**config.mk**
```make
export PLATFORM = sky130hd
export DESIGN_NAME = dac_playback_digital_control
export DESIGN_NICKNAME = d
export VERILOG_FILES = /design/src/rtl/dac_ctrl_pkg.sv /design/src/rtl/volume_ramp.sv /design/src/rtl/dac_playback_digital_control.sv
export SDC_FILE = /design/constraint.sdc
export NUM_CORES = 1
export LEC_CHECK = 0
export ABC_AREA = 1
export BUFFER_PORTS_ARGS = -buffer_cell sky130_fd_sc_hd__clkbuf_2
export CAP_MARGIN = 10
export CORE_MARGIN = 2
export CORE_UTILIZATION = 40
export CTS_CLUSTER_DIAMETER = 60
export DETAILED_ROUTE_END_ITERATION = 8
export PLACE_DENSITY = 0.65
export SETUP_SLACK_MARGIN = 0.05
export SLEW_MARGIN = 20
export SYNTH_ARGS = -nofsm -noshare
export SYNTH_HDL_FRONTEND = slang
export SYNTH_SLANG_ARGS = --single-unit
```
**constraint.sdc**
```tcl
create_clock -name ref_clk_i -period 3.2 [get_ports ref_clk_i]
set_clock_uncertainty 0.2 [all_clocks]
set_input_delay 0 -clock ref_clk_i [delete_from_list [all_inputs] [get_ports ref_clk_i]]
set_output_delay 0 -clock ref_clk_i [all_outputs]
set_load 0.1 [all_outputs]
```
**src/rtl/dac_ctrl_pkg.sv**
```systemverilog
// package: register map, field positions, reset values and timing for dac playback control
package dac_ctrl_pkg;

  // ==========================================================
  // register offsets (byte-free index on the plain register port)
  localparam logic [7:0] HEADPHONE_OUTPUT_POWER_ADDR = 8'h0e;
  localparam logic [7:0] LINE_OUTPUT_POWER_ADDR = 8'h0f;
  localparam logic [7:0] DAC_DIGITAL_SETTINGS_ADDR = 8'h21;
  localparam logic [7:0] VOLUME_ADDR = 8'h22;
  localparam logic [7:0] PATH_CONTROL_ADDR = 8'h23;
  localparam logic [7:0] RAMP_STATUS_ADDR = 8'h24;

  // ==========================================================
  // dac_digital_settings fields
  localparam int MONO_BIT = 12;
  localparam int SB_FILT_BIT = 11;
  localparam int MUTE_RATE_BIT = 10;
  localparam int UNMUTE_RAMP_BIT = 9;
  localparam int OSR_BIT = 6;
  localparam int MUTE_BIT = 3;
  localparam int DEEMPHASIS_SEL_LSB = 1;
  localparam logic [15:0] DAC_DIGITAL_RESET = 16'h0008;
  localparam logic [15:0] DAC_DIGITAL_MASK = 16'h1e4e;

  // power registers: left on bit 1, right on bit 0
  localparam int LEFT_EN_BIT = 1;
  localparam int RIGHT_EN_BIT = 0;
  localparam logic [15:0] POWER_RESET = 16'h0000;

  // volume register: left [15:8], right [7:0]; 0xc0 is 0 dB
  localparam logic [15:0] VOLUME_RESET = 16'hc0c0;

  // path_control: converter enables [1:0], bypass selects [5:2], unshort [9:6],
  // headphone input/mid stage enables [11:10]
  localparam int CONV_EN_LSB = 0;
  localparam int BYPASS_SEL_LSB = 2;
  localparam int UNSHORT_LSB = 6;
  localparam int HP_IN_STAGE_BIT = 10;
  localparam int HP_MID_STAGE_BIT = 11;
  localparam logic [15:0] PATH_CONTROL_RESET = 16'h0000;
  localparam logic [15:0] PATH_CONTROL_MASK = 16'h0fff;

  // ==========================================================
  // ramp timing: ticks in samples
  // six bits wide: the slow period of 32 does not fit in five
  localparam logic [5:0] FAST_RAMP_SAMPLES = 6'h02;
  localparam logic [5:0] SLOW_RAMP_SAMPLES = 6'h20;
  localparam real FAST_RAMP_MAX_MS = 10.7;
  localparam real SLOW_RAMP_MAX_MS = 171.0;

  typedef struct packed {
    logic [15:0] left;
    logic [15:0] right;
  } stereo_sample_t;

  typedef struct packed {
    logic [7:0] addr;
    logic [15:0] wdata;
    logic wr;
    logic rd;
  } reg_req_t;

  typedef struct packed {
    logic mono;
    logic sb_filt;
    logic mute_rate;
    logic unmute_ramp;
    logic osr_double;
    logic mute;
    logic [1:0] deemphasis_sel;
  } dac_cfg_t;

endpackage

```
**src/rtl/volume_ramp.sv**
```systemverilog
// one channel soft-mute volume ramp
`timescale 1ns/1ps
module volume_ramp
  import dac_ctrl_pkg::*;
(
  // clock and reset
  input wire logic ref_clk_i,
  input wire logic rst_b_i,
  // control
  input wire logic tick_i,
  input wire logic sample_i,
  input wire logic mute_i,
  input wire logic unmute_ramp_i,
  input wire logic [7:0] target_i,
  // state
  output logic [7:0] level_o
);

  // ==========================================================
  // ramp
  wire logic below = level_o < target_i;
  wire logic above = level_o > target_i;
  wire logic [7:0] next_up = level_o + 8'h01;
  wire logic [7:0] next_down = level_o - 8'h01;

  always_ff @(posedge ref_clk_i) begin
    if (!rst_b_i) begin
      level_o <= 8'h00;
    end else if (mute_i) begin
      if (tick_i && level_o != 8'h00) level_o <= next_down; // RULE19
    end else if (!unmute_ramp_i) begin
      // restore at the next sample, no ramp
      if (sample_i) level_o <= target_i; // RULE3
    end else if (tick_i && below) begin
      level_o <= next_up; // RULE4
    end else if (tick_i && above) begin
      level_o <= next_down;
    end
  end

  // ==========================================================
  // checks
  property p_step_one;
    @(posedge ref_clk_i) disable iff (!rst_b_i)
      (mute_i && unmute_ramp_i) |=> ($past(level_o) - level_o) <= 8'h01;
  endproperty
  a_step_one: assert property (p_step_one) else $error("ramp stepped more than one"); // RULE19

endmodule

```
**src/rtl/dac_playback_digital_control.sv**
```systemverilog
// dac playback digital control: registers, mute ramp, mono mix, output path controls
//
// Overview of operation
// [RULE1] ramp rate bit: fs/2 clear, fs/32 set
// [RULE2] full ramp within 10.7ms or 171ms
// [RULE3] un-mute without ramp restores volume at once
// [RULE4] un-mute ramp mode raises volume gradually
// [RULE5] mute bit resets set; mutes when set
// [RULE6] mono mix sums channels, attenuates 6 dB
// [RULE7] disabled converter outputs nothing in mono
// [RULE8] both converters enabled forces stereo
// [RULE9] two-bit de-emphasis select, four settings
// [RULE10] filter bit picks sloping stopband when set
// [RULE11] oversample bit doubles ratio when set
// [RULE12] per-output gain stage enable bits
// [RULE13] per-path mux: converter or analogue bypass
// [RULE14] outputs shorted to ground until unshort set
// [RULE15] software enables reference and bias first
// [RULE16] software orders enables, schedules offset correction
// [RULE17] mid stage 20us after input stage
// [RULE18] enable order input, mid, correction, output, unshort
// [RULE19] one volume step per ramp tick
// [RULE20] control changes apply at sample boundaries
//
// Decided for this implementation: the strobed register port.
`timescale 1ns/1ps
module dac_playback_digital_control
  import dac_ctrl_pkg::*;
(
  // clock and reset
  input wire logic ref_clk_i,
  input wire logic rst_b_i,
  // register port
  input wire logic [7:0] reg_addr_i,
  input wire logic [15:0] reg_wdata_i,
  input wire logic reg_wr_i,
  input wire logic reg_rd_i,
  output logic [15:0] reg_rdata_o,
  // sample stream in (same clock, one-cycle strobe per sample)
  input wire logic sample_valid_i,
  input wire stereo_sample_t sample_i,
  // processed stream out
  output logic sample_valid_o,
  output stereo_sample_t sample_o,
  output logic [7:0] left_level_o,
  output logic [7:0] right_level_o,
  // filter and path controls
  output dac_cfg_t cfg_o,
  output logic [1:0] headphone_gain_enable_o,
  output logic [1:0] line_gain_enable_o,
  output logic [3:0] bypass_sel_o,
  output logic [3:0] ground_short_o,
  output logic [1:0] hp_stage_en_o
);

  // ==========================================================
  // register state
  logic [15:0] headphone_output_power;
  logic [15:0] line_output_power;
  logic [15:0] dac_digital_settings;
  logic [15:0] volume;
  logic [15:0] path_control;

  wire reg_req_t req = '{addr: reg_addr_i, wdata: reg_wdata_i, wr: reg_wr_i, rd: reg_rd_i};
  wire logic sel_hp = req.addr == HEADPHONE_OUTPUT_POWER_ADDR;
  wire logic sel_line = req.addr == LINE_OUTPUT_POWER_ADDR;
  wire logic sel_dig = req.addr == DAC_DIGITAL_SETTINGS_ADDR;
  wire logic sel_vol = req.addr == VOLUME_ADDR;
  wire logic sel_path = req.addr == PATH_CONTROL_ADDR;
  wire logic sel_stat = req.addr == RAMP_STATUS_ADDR;

  always_ff @(posedge ref_clk_i) begin
    if (!rst_b_i) begin
      headphone_output_power <= POWER_RESET; // RULE12
      line_output_power <= POWER_RESET;
      dac_digital_settings <= DAC_DIGITAL_RESET; // RULE5
      volume <= VOLUME_RESET;
      path_control <= PATH_CONTROL_RESET; // RULE14
    end else if (req.wr) begin
      if (sel_hp) headphone_output_power <= req.wdata & 16'h0003;
      if (sel_line) line_output_power <= req.wdata & 16'h0003;
      if (sel_dig) dac_digital_settings <= req.wdata & DAC_DIGITAL_MASK;
      if (sel_vol) volume <= req.wdata;
      if (sel_path) path_control <= req.wdata & PATH_CONTROL_MASK;
    end
  end

  // ==========================================================
  // register readback, one cycle after the strobe; unmapped reads zero
  wire logic [15:0] status_word = {left_level_o, right_level_o};
  wire logic [15:0] next_rdata =
    sel_hp ? headphone_output_power :
    sel_line ? line_output_power :
    sel_dig ? dac_digital_settings :
    sel_vol ? volume :
    sel_path ? path_control :
    sel_stat ? status_word : 16'h0000;

  always_ff @(posedge ref_clk_i) begin
    if (!rst_b_i) reg_rdata_o <= 16'h0000;
    else reg_rdata_o <= req.rd ? next_rdata : 16'h0000;
  end

  // ==========================================================
  // control latched only between samples so a sample sees one setting
  dac_cfg_t next_cfg;
  assign next_cfg = '{
    mono: dac_digital_settings[MONO_BIT],
    sb_filt: dac_digital_settings[SB_FILT_BIT],
    mute_rate: dac_digital_settings[MUTE_RATE_BIT],
    unmute_ramp: dac_digital_settings[UNMUTE_RAMP_BIT],
    osr_double: dac_digital_settings[OSR_BIT],
    mute: dac_digital_settings[MUTE_BIT],
    deemphasis_sel: dac_digital_settings[DEEMPHASIS_SEL_LSB +: 2]};
  localparam dac_cfg_t CFG_RESET = '{default: 1'b0, mute: 1'b1};

  always_ff @(posedge ref_clk_i) begin
    if (!rst_b_i) cfg_o <= CFG_RESET;
    else if (sample_valid_i) cfg_o <= next_cfg; // RULE20 RULE9 RULE10 RULE11
  end

  // ==========================================================
  // ramp tick: every 2 or 32 samples
  logic [5:0] sample_count;
  wire logic [5:0] tick_period = cfg_o.mute_rate ? SLOW_RAMP_SAMPLES : FAST_RAMP_SAMPLES;
  wire logic tick = sample_valid_i && (sample_count == tick_period - 6'h01); // RULE1
  wire logic [5:0] next_count = sample_count + 6'h01;

  always_ff @(posedge ref_clk_i) begin
    if (!rst_b_i) sample_count <= 6'h00;
    else if (tick) sample_count <= 6'h00;
    else if (sample_valid_i) sample_count <= (next_count >= tick_period) ? 6'h00 : next_count;
  end

  // ==========================================================
  // per-channel ramps; 255 steps max keeps full ramp within 10.7ms or 171ms at 48k
  logic [1:0][7:0] ch_level;

  genvar ch;
  generate
    for (ch = 0; ch < 2; ch++) begin : g_ramp
      volume_ramp u_ramp (
        .ref_clk_i(ref_clk_i),
        .rst_b_i(rst_b_i),
        .tick_i(tick), // RULE2
        .sample_i(sample_valid_i),
        .mute_i(cfg_o.mute),
        .unmute_ramp_i(cfg_o.unmute_ramp),
        .target_i(volume[8*ch +: 8]),
        .level_o(ch_level[ch])
      );
    end
  endgenerate

  // channel 1 is left, matching the upper byte of the volume register
  assign left_level_o = ch_level[1];
  assign right_level_o = ch_level[0];

  // ==========================================================
  // mono mix and channel routing
  wire logic left_conv_en = path_control[CONV_EN_LSB + 1];
  wire logic right_conv_en = path_control[CONV_EN_LSB];
  wire logic mono_active = cfg_o.mono && !(left_conv_en && right_conv_en); // RULE8
  wire logic [16:0] mix_sum = {sample_i.left[15], sample_i.left}
                            + {sample_i.right[15], sample_i.right};
  wire logic [15:0] mix_half = mix_sum[16:1]; // RULE6
  wire logic [15:0] next_left = !left_conv_en ? 16'h0000 :
                                mono_active ? mix_half : sample_i.left; // RULE7
  wire logic [15:0] next_right = !right_conv_en ? 16'h0000 :
                                 mono_active ? mix_half : sample_i.right; // RULE7

  always_ff @(posedge ref_clk_i) begin
    if (!rst_b_i) begin
      sample_o <= '0;
      sample_valid_o <= 1'b0;
    end else begin
      sample_valid_o <= sample_valid_i;
      if (sample_valid_i) sample_o <= '{left: next_left, right: next_right};
    end
  end

  // ==========================================================
  // output stage controls
  // software owns reference/bias and the enable order; nothing here checks it
  assign headphone_gain_enable_o = headphone_output_power[1:0]; // RULE12
  assign line_gain_enable_o = line_output_power[1:0]; // RULE12
  assign bypass_sel_o = path_control[BYPASS_SEL_LSB +: 4]; // RULE13
  assign ground_short_o = ~path_control[UNSHORT_LSB +: 4]; // RULE14
  assign hp_stage_en_o = {path_control[HP_MID_STAGE_BIT], path_control[HP_IN_STAGE_BIT]};

  // ==========================================================
  // checks
  // independent reference for the halved mono sum
  wire logic signed [16:0] mix_ref_sum = $signed(sample_i.left) + $signed(sample_i.right);
  wire logic [15:0] mix_ref = 16'(mix_ref_sum >>> 1);

  property p_mute_reset;
    @(posedge ref_clk_i) $rose(rst_b_i) |-> dac_digital_settings[MUTE_BIT];
  endproperty
  a_mute_reset: assert property (p_mute_reset) else $error("mute not set after reset"); // RULE5

  property p_short_default;
    @(posedge ref_clk_i)
      !rst_b_i |=> ground_short_o == 4'hf;
  endproperty
  a_short_default: assert property (p_short_default) else $error("short released early"); // RULE14

  property p_stereo_both;
    @(posedge ref_clk_i) disable iff (!rst_b_i)
      (sample_valid_i && left_conv_en && right_conv_en) |=> sample_o.left == $past(sample_i.left);
  endproperty
  a_stereo_both: assert property (p_stereo_both) else $error("stereo not kept"); // RULE8

  property p_mono_off_side;
    @(posedge ref_clk_i) disable iff (!rst_b_i)
      (sample_valid_i && !right_conv_en) |=> sample_o.right == 16'h0000;
  endproperty
  a_mono_off_side: assert property (p_mono_off_side) else $error("disabled side output"); // RULE7

  property p_mono_mix;
    @(posedge ref_clk_i) disable iff (!rst_b_i)
      (sample_valid_i && mono_active && left_conv_en) |=> sample_o.left == $past(mix_ref);
  endproperty
  a_mono_mix: assert property (p_mono_mix) else $error("mono mix wrong"); // RULE6

  property p_cfg_boundary;
    @(posedge ref_clk_i) disable iff (!rst_b_i)
      !sample_valid_i |=> $stable(cfg_o);
  endproperty
  a_cfg_boundary: assert property (p_cfg_boundary) else $error("config changed mid sample"); // RULE20

  property p_fast_tick;
    @(posedge ref_clk_i) disable iff (!rst_b_i)
      (tick && !cfg_o.mute_rate) |-> sample_count == 6'h01;
  endproperty
  a_fast_tick: assert property (p_fast_tick) else $error("fast tick period wrong"); // RULE1

  property p_instant_unmute;
    @(posedge ref_clk_i) disable iff (!rst_b_i)
      (sample_valid_i && !cfg_o.mute && !cfg_o.unmute_ramp) |=> left_level_o == $past(volume[15:8]);
  endproperty
  a_instant_unmute: assert property (p_instant_unmute) else $error("no instant restore"); // RULE3

  property p_gain_en;
    @(posedge ref_clk_i) disable iff (!rst_b_i)
      (req.wr && sel_hp) |=> headphone_gain_enable_o == $past(req.wdata[1:0]);
  endproperty
  a_gain_en: assert property (p_gain_en) else $error("gain enable not written"); // RULE12

  property p_mute_ramp_down;
    @(posedge ref_clk_i) disable iff (!rst_b_i)
      (tick && cfg_o.mute && left_level_o != 8'h00) |=>
        left_level_o == $past(left_level_o) - 8'h01;
  endproperty
  a_mute_ramp_down: assert property (p_mute_ramp_down) else $error("mute step wrong"); // RULE19

  property p_unmute_ramp_up;
    @(posedge ref_clk_i) disable iff (!rst_b_i)
      (tick && !cfg_o.mute && cfg_o.unmute_ramp && left_level_o < volume[15:8]) |=>
        left_level_o == $past(left_level_o) + 8'h01;
  endproperty
  a_unmute_ramp_up: assert property (p_unmute_ramp_up) else $error("ramp up step wrong"); // RULE4

  property p_level_hold;
    @(posedge ref_clk_i) disable iff (!rst_b_i)
      !sample_valid_i |=> $stable(left_level_o) && $stable(right_level_o);
  endproperty
  a_level_hold: assert property (p_level_hold) else $error("level moved off a tick"); // RULE19

  property p_slow_tick;
    @(posedge ref_clk_i) disable iff (!rst_b_i)
      (tick && cfg_o.mute_rate) |-> sample_count == 6'h1f;
  endproperty
  a_slow_tick: assert property (p_slow_tick) else $error("slow tick period wrong"); // RULE1

  property p_cfg_mute_reset;
    @(posedge ref_clk_i) $rose(rst_b_i) |-> cfg_o.mute;
  endproperty
  a_cfg_mute_reset: assert property (p_cfg_mute_reset) else $error("cfg not muted"); // RULE5

  property p_deemphasis_sel_follow;
    @(posedge ref_clk_i) disable iff (!rst_b_i)
      sample_valid_i |=> cfg_o.deemphasis_sel == $past(dac_digital_settings[DEEMPHASIS_SEL_LSB +: 2]);
  endproperty
  a_deemphasis_sel_follow: assert property (p_deemphasis_sel_follow) else $error("deemphasis wrong"); // RULE9

  property p_filter_follow;
    @(posedge ref_clk_i) disable iff (!rst_b_i)
      sample_valid_i |=> cfg_o.sb_filt == $past(dac_digital_settings[SB_FILT_BIT]);
  endproperty
  a_filter_follow: assert property (p_filter_follow) else $error("filter select wrong"); // RULE10

  property p_osr_follow;
    @(posedge ref_clk_i) disable iff (!rst_b_i)
      sample_valid_i |=> cfg_o.osr_double == $past(dac_digital_settings[OSR_BIT]);
  endproperty
  a_osr_follow: assert property (p_osr_follow) else $error("oversample select wrong"); // RULE11

  property p_mono_right;
    @(posedge ref_clk_i) disable iff (!rst_b_i)
      (sample_valid_i && mono_active && right_conv_en) |=> sample_o.right == $past(mix_ref);
  endproperty
  a_mono_right: assert property (p_mono_right) else $error("right mono mix wrong"); // RULE6

  property p_valid_follow;
    @(posedge ref_clk_i) disable iff (!rst_b_i)
      sample_valid_i |=> sample_valid_o;
  endproperty
  a_valid_follow: assert property (p_valid_follow) else $error("sample strobe lost"); // RULE20

  c_mute_ramp: cover property (@(posedge ref_clk_i) cfg_o.mute && tick && left_level_o != 8'h00);
  c_mono: cover property (@(posedge ref_clk_i) sample_valid_i && mono_active);
  c_unshort: cover property (@(posedge ref_clk_i) ground_short_o == 4'h0);
  c_slow_tick: cover property (@(posedge ref_clk_i) tick && cfg_o.mute_rate);
  c_ramp_up: cover property (@(posedge ref_clk_i) tick && !cfg_o.mute && cfg_o.unmute_ramp);

endmodule

```
== Word level (Yosys, flattened, before mapping) ==
Index checks and enable logic that the tools add are counted.

* Logic and storage cells: 95
* Input bits: 61
* Output and inout bits: 87
* Bits in registers: 119

* Bitwise gates (word level): 3
* Reductions and logical operators: 24
* $lt $le $gt $ge: 5
* Equality and inequality tests: 11
* Mux-type cells: 24
* $add $sub $neg: 7

{| class="wikitable"
|+ Operators by type and width
! kind !! number
|-
| $mux 16 || 7
|-
| $mux 8 || 12
|-
| $eq 8x6->1 const B || 4
|-
| $add 16x16->17 || 1
|-
| $add 8x1->8 const B || 2
|-
| $eq 8x4->1 const B || 2
|-
| $gt 8x8->1 || 2
|-
| $lt 8x8->1 || 2
|-
| $reduce_bool 8->1 || 2
|-
| $sub 8x1->8 const B || 2
|-
| $mux 13 || 1
|-
| $mux 6 || 2
|-
| $reduce_and 2->1 || 6
|-
| $logic_and 1x1->1 || 9
|-
| $ne 4x2->1 const B || 2
|-
| $add 6x1->6 const B || 1
|-
| $eq 6x6->1 || 1
|-
| $ge 6x6->1 || 1
|-
| $reduce_and 3->1 || 2
|-
| $sub 6x1->6 const B || 1
|-
| $mux 2 || 2
|-
| $ne 2x1->1 const B || 2
|-
| $not 4->4 || 1
|-
| $reduce_or 4->1 || 1
|-
| 5 further kinds || 6
|}

== Logic depth before layout (Yosys ltp) ==
Gate-level depths: netlist of run 1.

* Word-level depth: 9
* Depth in mapped cells: 15
* Mapped depth without buffers: 15

== By module ==
A second synthesis of run 1 with hierarchy kept.

* Cells, all modules: 1218
* Area, all modules: 7836.3 sq um

{| class="wikitable"
|+ By module, submodules not included
! module !! cells an instance !! area an instance (sq um) !! instances !! seq. area each (sq um)
|-
| dac_playback_digital_control || 813 || 5465.2 || 1 || 2062.0
|-
| volume_ramp at g_ramp[0].u_ramp || 203 || 1202.4 || 1 || 160.2
|-
| volume_ramp at g_ramp[1].u_ramp || 202 || 1168.6 || 1 || 160.2
|}

== Worst setup path before layout of run 1 ==
No wires, ideal clock.

* Kind: flip-flop to flip-flop
* Start point: register g_ramp[1].u_ramp.level_o[0]
* End point: register g_ramp[1].u_ramp.level_o[0]
* Setup time: 70 ps
* Setup slack: 400 ps
* Cell stages (with the launch flop): 15
* Path buffers: 1
* Data arrival time: 2530 ps
* Required time: 2930 ps
* Cells stage by stage: dfxtp_1 -> inv_1 -> ha_1 -> inv_1 -> nand2_1 -> nand2_1 -> nand2_1 -> nand2_1 -> nand2_1 -> nand3_4 -> nand3_4 -> nand2_2 -> buf_6 -> nand2_1 -> a21oi_1

* Longest elaborated chain between the ends: 5
* Elaborated cells on any way between the ends: 16

{| class="wikitable"
|+ RTL lines
! item !! line !! RTL
|-
| start, declared || volume_ramp.sv:16 || <nowiki>output logic [7:0] level_o</nowiki>
|-
| start signal, assigned || volume_ramp.sv:30 || <nowiki>if (tick_i && level_o != 8'h00) level_o <= next_down;</nowiki>
|-
| start signal, assigned || volume_ramp.sv:33 || <nowiki>if (sample_i) level_o <= target_i;</nowiki>
|-
| start signal, assigned || volume_ramp.sv:35 || <nowiki>level_o <= next_up;</nowiki>
|-
| $sub 8x1->8 or $lt 8x8->1 (tied branches) || volume_ramp.sv:24, volume_ramp.sv:21 ||
|-
| $mux 8 or $logic_and 1x1->1 (tied branches) || volume_ramp.sv:36, volume_ramp.sv:34 ||
|-
| $mux 8 || volume_ramp.sv:34 || <nowiki>end else if (tick_i && below) begin</nowiki>
|-
| $mux 8 || volume_ramp.sv:31 || <nowiki>end else if (!unmute_ramp_i) begin</nowiki>
|-
| $mux 8 || volume_ramp.sv:29 || <nowiki>end else if (mute_i) begin</nowiki>
|}

Several ways; a longest one is shown, not always the timed one. The select of a mux whose other input is x is not followed.
A chain may end at the register's enable or synchronous reset.

== Final worst setup path of run 1 ==
* Start point: input reg_addr_i[2]
* End point: register volume[15]

* Longest elaborated chain between the ends: 2

{| class="wikitable"
|+ RTL lines
! item !! line !! RTL
|-
| start, declared || dac_playback_digital_control.sv:34 || <nowiki>input wire logic [7:0] reg_addr_i,</nowiki>
|-
| $eq 8x6->1 || dac_playback_digital_control.sv:68 || <nowiki>wire logic sel_vol = req.addr == VOLUME_ADDR;</nowiki>
|-
| $reduce_and 2->1 (no line) || n/a ||
|-
| end signal, assigned || dac_playback_digital_control.sv:83 || <nowiki>if (sel_vol) volume <= req.wdata;</nowiki>
|-
| end, declared || dac_playback_digital_control.sv:61 || <nowiki>logic [15:0] volume;</nowiki>
|}

Every way passes these cells.

==> results of run 1 <==
-- sequential cells by signal, indices dropped and copies added (netlist names) --
name / flops
reg_rdata_o: 16
sample_count: 6
g_ramp.u_ramp.level_o: 16
line_output_power: 2
volume: 16
headphone_output_power: 2
sample_o: 32
path_control: 12
cfg_o: 8
dac_digital_settings: 8
sample_valid_o: 1
-- per-layer routing --
layer / track usage / wire [microns] / vias to the layer above
met5: 0 / 0 / -
met4: 0.0889 / 603 / 0
met3: 0.0472 / 1600 / 44
met2: 0.409 / 11500 / 289
met1: 0.317 / 10800 / 3694
li1: - / - / 4166
-- timing repair --
item,in CTS,in global routing
buffers inserted,0,0
hold buffers,65,0
endpoints found under the hold margin,85,0
-- report_power, final --
group          switching (W)  total, W  internal (W)
Combinational       0.000343  0.000533      0.000190
Sequential         0.0000126   0.00151       0.00149
Clock               0.000774   0.00210       0.00132
Total                0.00113   0.00414       0.00301
-- cells by family (layout without fill, tap and decap cells) --
| kind of cell | after synthesis | count (layout) |
|---|---|---|
| fa+ha+maj | 41 | 41 |
| flops | 119 | 119 |
| compound gates | 221 | 221 |
| simple gates | 575 | 575 |
| xor+xnor | 21 | 21 |
| buf+inv | 195 | 404 |
-- final cells by class --
type	count	area [sq um]
Multi-Input combinational cell	858	4320
Clock buffer	17	425
Tap cell	234	293
Sequential cell	119	2380
Fill cell	1877	8910
Timing Repair Buffer	223	1470
Inverter	149	559
Clock inverter	15	215
-- worst paths after layout --
kind	slack [ps]	endpoint	startpoint
hold / removal	4	reg_rdata_o[12]	reg_addr_i[0]
hold reg to reg	260	sample_o[23]	sample_o[23]
setup reg to reg	750	sample_o[16]	path_control[0]
setup / recovery	260	volume[15]	reg_addr_i[2]
-- through the flow --
stage	std cells	utilization
6_report	1615	0.520
5_1_grt	1615	0.520
4_1_cts	1615	0.520
3_5_place_dp	1518	0.451
3_3_place_gp	1518	0.451
2_1_floorplan	1172	-
-- worst register-to-register path: stages (launching register included) --
cell and delay (ps):
dfxtp_1 350, inv_1 60, o21ai_1 360, clkinv_1 110, buf_4 280, o211ai_1 260
dlygate4sd3_1 600, a21oi_1 70
-- synthesized netlist by cell type, types with 4 or more instances --
master / number / area [sq um]
xnor2_1: 5 / 43.8
xor2_1: 16 / 140
dfxtp_1: 119 / 2380
nand3_1: 75 / 375
a21oi_1: 121 / 606
inv_1: 143 / 537
o21ai_0: 62 / 310
nor3_1: 10 / 50.1
inv_2: 4 / 15.0
nor2_1: 137 / 514
ha_1: 40 / 500
buf_2: 5 / 25.0
a22oi_1: 6 / 45.0
o22ai_1: 5 / 31.3
nand4_1: 12 / 75.1
nand2_2: 6 / 37.5
a211oi_1: 4 / 30.0
buf_4: 11 / 82.6
nand2_1: 319 / 1200
o211ai_1: 8 / 60.1
clkbuf_1: 28 / 105
==> impl_summary.log, run 1 <==
[metrics] result of the run: finished clean
[metrics] detailed router's first-iteration violation count: ~580
[metrics] pre-CTS worst setup slack: 847 ps
[metrics] Synthesized Nets: 1274
[metrics] static leakage: 4.69 nW
[metrics] post-layout power: between 0.004 and 0.005 W
[metrics] maximum number of pins on one net before global-route repair: 53
[metrics] register bit total from synthesis: ~120
[metrics] leading cell types in the layout, fill and taps excluded: 319 x nand2_1, 147 x clkbuf_2, 143 x inv_1, 137 x nor2_1, 121 x a21oi_1
[metrics] Floorplan Core Area: around 0.019 sq mm
[metrics] worst endpoint required time: 3370 ps
[metrics] wire length of the first global-routing pass: a little under 40000 microns
[metrics] yosys warns: 0
[metrics] net total in the final layout: around 1500
[metrics] via count of the first global-routing pass: 7547
[metrics] placer's final routability congestion estimate: 0.933
[metrics] post-synthesis share of cell area spent on xor and xnor gates: 0.0245
[metrics] sequence of cells on the critical path: dlygate4sd3_1 > clkbuf_2 > nor2_1 > nand3_1 > inv_1 > buf_4 > nand3_1 > dlygate4sd3_1 > nand3_1 > dlygate4sd3_1
[metrics] instance area after placement: between 0.008 and 0.009 sq mm
[metrics] number of standard cells after synthesis: roughly 1200
[metrics] Reg2Reg Depth: 7
[metrics] Port Buffer Count: between 100 and 150
[metrics] HPWL Detailed: roughly 18000 microns
[metrics] number of gates resized after CTS: 0
[metrics] combined area of all synthesized cells: about 0.0075 sq mm
[metrics] clock sinks: about 120
[metrics] aggregate global-route resource usage: 0.245
[metrics] max-capacitance violation count: 0
[metrics] count of buffering cells on the critical path with inverters included: 6
[metrics] post-route standard cell area excluding fillers: between 0.009 and 0.01 sq mm
[metrics] mux share of post-synthesis cell area: 0
[metrics] Congestion Overflow GR: 0
[metrics] number of primary I/O pins: between 100 and 150
[metrics] clock root buffer: clkbuf_16
[metrics] share of flip-flops with an asynchronous set or reset after synthesis: 0
[metrics] WHS Path Cells: 7
[metrics] Tightest Pin Transition: about 910 ps
[metrics] number of antenna violations at the first check in global routing: 0
[metrics] period utilization: 0.917
[metrics] remaining antenna violation count: 0
[metrics] Hold Crit Class: in2reg
[metrics] main combinational cell family by area after synthesis: simple AND/OR/NAND/NOR gates
[metrics] Initial Util: 0.404
[metrics] area enclosed by the die boundary: 0.0199 sq mm
[metrics] die outline width: between 100 and 150 microns
[metrics] clock buffers created by TritonCTS: 17
[metrics] P per Cell Area: between 400 and 500 mW/mm^2
[metrics] height of the die: 141 microns
[metrics] # H-tree levels: 4
[metrics] Max transition margin: 0.395
[metrics] final-report hold violation count: 0
[metrics] CTS Buffer Depth: 2
[metrics] Cell Rows: 50
[metrics] clock latency on the worst-skew pair: roughly 420 ps
[metrics] CP endpoint kind: flip-flop
[metrics] DR vias: 8193
[metrics] max incr delay on CP: a little under 600 ps
[metrics] register area share after synthesis: 0.318
[metrics] clock tree from TritonCTS: done
[metrics] maximum net fanout on the critical path: 10
[metrics] worst hold-check slack: 4.15 ps
[metrics] routed wire length: about 24000 microns
[metrics] Reg clk slew, reported paths: 60 ps
[metrics] Diodes inserted: 0
[metrics] class of the most critical setup path: in2reg
[metrics] EDFF count, synth: 0
[metrics] WP data arrival: ~3100 ps
[metrics] first drt pass iteration count: 5
[metrics] library cells used by synthesis: 42
[metrics] DRC Markers: 0
[metrics] Min Clock Period, post-route: approximately 3000 ps
[metrics] post-detailed-route wirelength per cell: about 15 microns
[metrics] number of failing setup endpoints in the final timing report: 0
[metrics] startpoint class of the critical path: input pin
[metrics] RSZ-0062 raised after global routing: false
[metrics] setup TNS after final layout: 0 ps
[metrics] post-synthesis compound-gate area fraction: 0.160
[metrics] Critical Path Stages: 10
[metrics] worst voltage drop across the vdd grid: ~0.00036 V
[metrics] share of final-layout standard cells stronger than drive strength 1: 0.155
[metrics] simple logic cell fraction of the synthesized area: 0.322
[metrics] cell with the largest stage delay on the worst path: dlygate4sd3_1
[metrics] average size of a mapped cell: around 6.4 sq um
[metrics] prevailing post-synth register cell: dfxtp_1
[metrics] max-slew violation count: 0
[metrics] Crit path max-delay family: buffers and inverters
[metrics] setup slack after layout: 264 ps
[metrics] Adder-Cell Fraction of Synth Area: 0.0694
[metrics] detail-routed via count per cell: 5.07
[metrics] synthesis-to-layout area growth: 28.9%
[metrics] top achievable clock speed: ~340 MHz
[metrics] commonest non-fill, non-tap cell in the layout: nand2_1
(Power assumes the default switching activity.)
==> inputs of run 2 (changes only) <==
Settings changed: REMOVE_ABC_BUFFERS set to 1.
==> run 2 against run 1 <==
- design area shrank 0.16%
- sequential share of layout area barely moved
- sequential cell count unchanged
- clock power barely moved
- largest cell class unchanged
==> impl_summary.log, run 2 (synthesized netlist as in run 1, its figures left out) <==
[metrics] post-route core utilization: 0.519
[metrics] max incr delay on CP: around 580 ps
[metrics] share of final-layout standard cells stronger than drive strength 1: 0.150
[metrics] area enclosed by the die boundary: around 0.020 sq mm
[metrics] Cell Rows: 50
[metrics] static leakage: approximately 4.7 nW
[metrics] Reg2Reg Depth: 7
[metrics] Max transition margin: 0.294
[metrics] register with the highest flop count: sample_o
[metrics] WP data arrival: 2880 ps
[metrics] setup TNS after final layout: 0 ps
[metrics] Min Clock Period, post-route: about 2800 ps
[metrics] wire length of the first global-routing pass: slightly below 40000 microns
[metrics] fill count: 1862
[metrics] via count of the first global-routing pass: 7782
[metrics] post-route standard cell area excluding fillers: 0.00965 sq mm
[metrics] RSZ-0062 raised after global routing: false
[metrics] synthesis-to-layout area growth: 28.7%
[metrics] endpoint of the worst hold-timing path: headphone_output_power[1]
[metrics] routed wire length: ~24000 microns
[metrics] R2R Path End: g_ramp[0].u_ramp.level_o[6]
[metrics] Initial Util: 0.404
[metrics] Port Buffer Count: 147
[metrics] number of primary I/O pins: about 150
[metrics] Tightest Pin Transition: approximately 1100 ps
[metrics] post-detailed-route wirelength per cell: 15.1 microns
[metrics] detailed router's first-iteration violation count: about 640
[metrics] HPWL Detailed: ~18000 microns
[metrics] Hold Crit Class: in2reg
[metrics] placer's final routability congestion estimate: a little under 0.9
[metrics] count of buffering cells on the critical path with inverters included: 4
[metrics] CTS Buffer Depth: 2
[metrics] net total in the final layout: 1469
[metrics] Congestion Overflow GR: 0
[metrics] clock latency on the worst-skew pair: around 430 ps
[metrics] clock sinks: between 100 and 150
[metrics] sequence of cells on the critical path: dlygate4sd3_1 > clkbuf_2 > nor2_1 > nand3_1 > inv_1 > nand2_2 > nand2_1 > nand3_1 > dlygate4sd3_1
[metrics] result of the run: finished clean
[metrics] DRC Markers: 0
[metrics] worst voltage drop across the vdd grid: about 0.00040 V
[metrics] clock tree from TritonCTS: done
[metrics] worst hold-check slack: between 70 and 80 ps
[metrics] first drt pass iteration count: 7
[metrics] detail-routed via count per cell: between 5 and 6
[metrics] number of failing setup endpoints in the final timing report: 0
[metrics] commonest non-fill, non-tap cell in the layout: nand2_1
[metrics] final-report hold violation count: 0
[metrics] startpoint class of the critical path: input pin
[metrics] maximum net fanout on the critical path: 28
[metrics] clock buffers created by TritonCTS: 17
[metrics] worst endpoint required time: ~3300 ps
[metrics] setup slack on the worst flop-to-flop path: ~540 ps
[metrics] leading cell types in the layout, fill and taps excluded: 318 x nand2_1, 147 x clkbuf_2, 143 x inv_1, 137 x nor2_1, 121 x a21oi_1
[metrics] max-slew violation count: 0
[metrics] die outline width: about 140 microns
[metrics] launch instance of the worst register-to-register path: cfg_o[2]
[metrics] CP endpoint kind: flip-flop
[metrics] P per Cell Area: 426 mW/mm^2
[metrics] maximum number of pins on one net before global-route repair: 46
[metrics] DR vias: 8160
[metrics] max-capacitance violation count: 0
[metrics] aggregate global-route resource usage: 0.247
[metrics] Crit path max-delay family: buffers and inverters
[metrics] clock root buffer: clkbuf_16
[metrics] Reg clk slew, reported paths: around 60 ps
[metrics] instance area after placement: approximately 0.0083 sq mm
[metrics] startpoint of the lowest-slack hold path: reg_addr_i[6]
[metrics] period utilization: 0.863
[metrics] remaining antenna violation count: 0
[metrics] Diodes inserted: 0
[metrics] top achievable clock speed: ~360 MHz
[metrics] flip-flop count of the largest register, all copies and words added: 32
[metrics] height of the die: 141 microns
[metrics] Floorplan Core Area: approximately 0.019 sq mm
[metrics] WHS Path Cells: 8
[metrics] # H-tree levels: 4
[metrics] number of antenna violations at the first check in global routing: 0
[metrics] cell with the largest stage delay on the worst path: dlygate4sd3_1
[metrics] class of the most critical setup path: in2reg
## run 2: area by class of cell
type	instances	area, sq um	share of cell area
Multi-Input combinational cell	858	4330	0.448
Sequential cell	119	2380	0.247
Timing Repair Buffer	222	1470	0.152
Inverter	149	559	0.0579
Clock buffer	23	478	0.0495
Tap cell	234	293	0.0303
Clock inverter	8	145	0.0150
## run 2: worst max-delay path by stage
| stage | start | to | cells past startpoint |
|---|---|---|---|
| 6_report | reg_addr_i[2] | volume[7] | 9 |
| 5_1_grt | reg_addr_i[2] | volume[7] | 9 |
| 2_1_floorplan | g_ramp[1].u_ramp.level_o[5] | g_ramp[1].u_ramp.level_o[0] | 9 |
| 4_1_cts | reg_addr_i[2] | volume[7] | 9 |
| 3_3_place_gp | cfg_o[2] | g_ramp[1].u_ramp.level_o[6] | 7 |
| 3_5_place_dp | cfg_o[2] | g_ramp[1].u_ramp.level_o[6] | 7 |
## run 2: per-stage QoR
stage / instances / power (W) / setup slack, ps
after detailed placement: 1514 / 0.00201 / 580
after floorplan: 1126 / 0.00185 / 422
final: 1613 / 0.00411 / 440
after CTS: 1613 / 0.00413 / 273
after global routing: 1613 / 0.00427 / 223
after global placement: 1514 / 0.00201 / 600
## run 2: timing repair
action	4_1_cts	5_1_grt
gates resized for setup	0	1
setup buffers	0	0
setup endpoints to repair	0	1
hold buffers	68	0
endpoints found under the hold margin	85	0
## run 2: where the power goes
part	switching [W]	internal (W)	total (W)
Combinational	0.000345	0.000192	0.000537
Sequential	0.0000133	0.00149	0.00151
Clock	0.000709	0.00136	0.00207
## run 2: worst register-to-register path: cells and delay by family (launching register included)
family | cells | cell delay (ps)
buf+inv | 1 | 380
compound gates | 3 | 330
simple gates | 3 | 1070
flops | 1 | 580
## run 2: layer usage
| metal | track usage | wire length (microns) |
|---|---|---|
| met5 | 0 | 0 |
| met4 | 0.0868 | 560 |
| met3 | 0.0476 | 1210 |
| met2 | 0.421 | 11600 |
| met1 | 0.311 | 10900 |
==> inputs of run 3 (changes only) <==
Settings changed: CAP_MARGIN 10 to 0, RECOVER_POWER set to 100.
==> run 3 against run 2 <==
- non-clock buffer count is the same
- global-route usage is the same
- power is essentially flat
- sequential share of layout area grew 0.40 points
- combinational power shrank 0.9%
- maximum frequency shrank 2.2%
- worst setup slack lost 61 ps
- highest routed layer unchanged
- sequential power is essentially flat
- critical path type unchanged
==> impl_summary.log, run 3 (synthesized netlist as in run 1, its figures left out) <==
[metrics] clock tree from TritonCTS: done
[metrics] Cell Rows: 50
[metrics] switching share of power: 0.260
[metrics] CP endpoint kind: flip-flop
[metrics] static leakage: between 4 and 5 nW
[metrics] Floorplan Core Area: roughly 0.019 sq mm
[metrics] Initial Util: 0.404
[metrics] clock root buffer: clkbuf_16
[metrics] remaining antenna violation count: 0
[metrics] post-route standard cell area excluding fillers: between 0.009 and 0.01 sq mm
[metrics] proportion of power drawn by flip-flops and latches: 0.367
[metrics] detail-routed via count per cell: 5.08
[metrics] # H-tree levels: 4
[metrics] max-slew violation count: 0
[metrics] first drt pass iteration count: 5
[metrics] routed wire length: between 20000 and 25000 microns
[metrics] flip-flop count of the largest register, all copies and words added: 32
[metrics] max-capacitance violation count: 0
[metrics] WP data arrival: 2990 ps
[metrics] HPWL Detailed: between 15000 and 20000 microns
[metrics] DR vias: about 8200
[metrics] clock buffers created by TritonCTS: 17
[metrics] Crit path top cell by count: dlygate4sd3_1
[metrics] placer's final routability congestion estimate: 0.893
[metrics] DRC Markers: 0
[metrics] post-route core utilization: 0.511
[metrics] Tightest Pin Transition: between 1000 and 1500 ps
[metrics] worst endpoint required time: 3370 ps
[metrics] internal power: 0.00304 W
[metrics] clock latency on the worst-skew pair: about 440 ps
[metrics] Diodes inserted: 0
[metrics] cell with the largest stage delay on the worst path: clkbuf_1
[metrics] result of the run: finished clean
[metrics] wire length of the first global-routing pass: ~40000 microns
[metrics] sequence of cells on the critical path: dlygate4sd3_1 > clkbuf_1 > nand2_1 > inv_1 > o21ai_0 > dlygate4sd3_1 > a21oi_1 > dlygate4sd3_1
[metrics] total instance count after detailed placement: between 1500 and 2000
[metrics] startpoint class of the critical path: input pin
[metrics] instance area after placement: around 0.0083 sq mm
[metrics] fill count: 1921
[metrics] Congestion Overflow GR: 0
[metrics] top achievable clock speed: 354 MHz
[metrics] count of buffering cells on the critical path with inverters included: 5
[metrics] number of failing setup endpoints in the final timing report: 0
[metrics] clock sinks: about 120
[metrics] clock network fraction of total power: 0.504
[metrics] P per Cell Area: about 430 mW/mm^2
[metrics] combinational fraction of design power: 0.129
[metrics] Reg clk slew, reported paths: roughly 50 ps
[metrics] number of primary I/O pins: between 100 and 150
[metrics] area enclosed by the die boundary: 0.0199 sq mm
[metrics] maximum net fanout on the critical path: 23
[metrics] total net switching power: ~0.0011 W
[metrics] share of final-layout standard cells stronger than drive strength 1: 0.0812
[metrics] register with the highest flop count: sample_o
[metrics] detailed router's first-iteration violation count: about 640
[metrics] period utilization: 0.882
[metrics] leading cell types in the layout, fill and taps excluded: 319 x nand2_1, 144 x inv_1, 137 x nor2_1, 121 x a21oi_1, 119 x dfxtp_1
[metrics] die outline width: ~140 microns
[metrics] via count of the first global-routing pass: ~7800
[metrics] Hold Crit Class: in2reg
[metrics] CTS Buffer Depth: 2
[metrics] net total in the final layout: about 1500
[metrics] commonest non-fill, non-tap cell in the layout: nand2_1
[metrics] synthesis-to-layout area growth: 26.6%
[metrics] number of antenna violations at the first check in global routing: 0
[metrics] Port Buffer Count: approximately 150
[metrics] post-detailed-route wirelength per cell: roughly 15 microns
[metrics] post-route non-filler standard cell count: about 1600
[metrics] aggregate global-route resource usage: 0.247
[metrics] setup TNS after final layout: 0 ps
[metrics] Min Clock Period, post-route: 2820 ps
[metrics] final-report hold violation count: 0
[metrics] Max transition margin: 0.177
[metrics] RSZ-0062 raised after global routing: false
[metrics] Crit path max-delay family: buffers and inverters
[metrics] height of the die: about 140 microns
[metrics] max incr delay on CP: just under 800 ps
[metrics] class of the most critical setup path: in2reg
[metrics] worst voltage drop across the vdd grid: around 0.00041 V
[metrics] maximum number of pins on one net before global-route repair: 46
-- run 3: changes by cell type in the layout (fill, tap and decap cells not counted), sizes merged --
cell and delta:
buf -2, clkbuf +2
-- run 3: per-stage QoR --
stage	setup slack, ps	hold WS (ps)	power (W)
2_1_floorplan	422	-116	0.00185
3_3_place_gp	600	72.9	0.00201
3_5_place_dp	580	74.0	0.00201
4_1_cts	273	41.4	0.00413
5_1_grt	170	141	0.00426
6_report	378	66.4	0.00411
-- run 3: area by class of cell --
class	instances	area [sq um]	area share
multi-input combinational	858	4290	0.451
clock inverter	8	145	0.0153
timing repair buffer	222	1350	0.143
inverter	149	559	0.0589
tap	234	293	0.0308
sequential	119	2380	0.251
clock buffer	23	478	0.0503
-- run 3: repair_timing --
action	CTS	global route
endpoints found under the setup margin	0	1
gates resized for setup	0	1
hold buffers	68	0
endpoints found under the hold margin	85	0
setup buffers	0	0
-- run 3: layer usage --
layer | vias to the layer above | part of all wire | global-route usage
met5 | - | 0 | 0
met4 | 0 | 0.024 | 0.0868
met3 | 50 | 0.053 | 0.0476
met2 | 249 | 0.47 | 0.421
met1 | 3722 | 0.45 | 0.311
li1 | 4165 | - | -
-- run 3: worst reg2reg max path, stage by stage (launching register included) --
cell	delay, ps
dfxtp_1	370
inv_1	70
o21ai_0	580
clkinv_1	140
clkbuf_4	360
nand2_1	210
o211ai_1	100
dlygate4sd3_1	580
a21oi_1	120
-- run 3: power groups by stage --
stage          clock [W]  sequential (W)  combinational, W
3_5_place_dp           0         0.00154          0.000473
3_3_place_gp           0         0.00154          0.000470
6_report         0.00207         0.00151          0.000532
4_1_cts          0.00209         0.00151          0.000534
2_1_floorplan          0         0.00159          0.000268
5_1_grt          0.00216         0.00151          0.000595
-- run 3: path summary, 6_finish.rpt --
check	from	slack, ps	endpoint	cells after the start
worst max register to register	path_control[1]	400	sample_o[16]	8
worst max-delay path	rst_b_i	380	reg_rdata_o[0]	8
worst min register to register	volume[14]	260	volume[14]	2
worst min-delay path	reg_addr_i[6]	70	headphone_output_power[1]	8
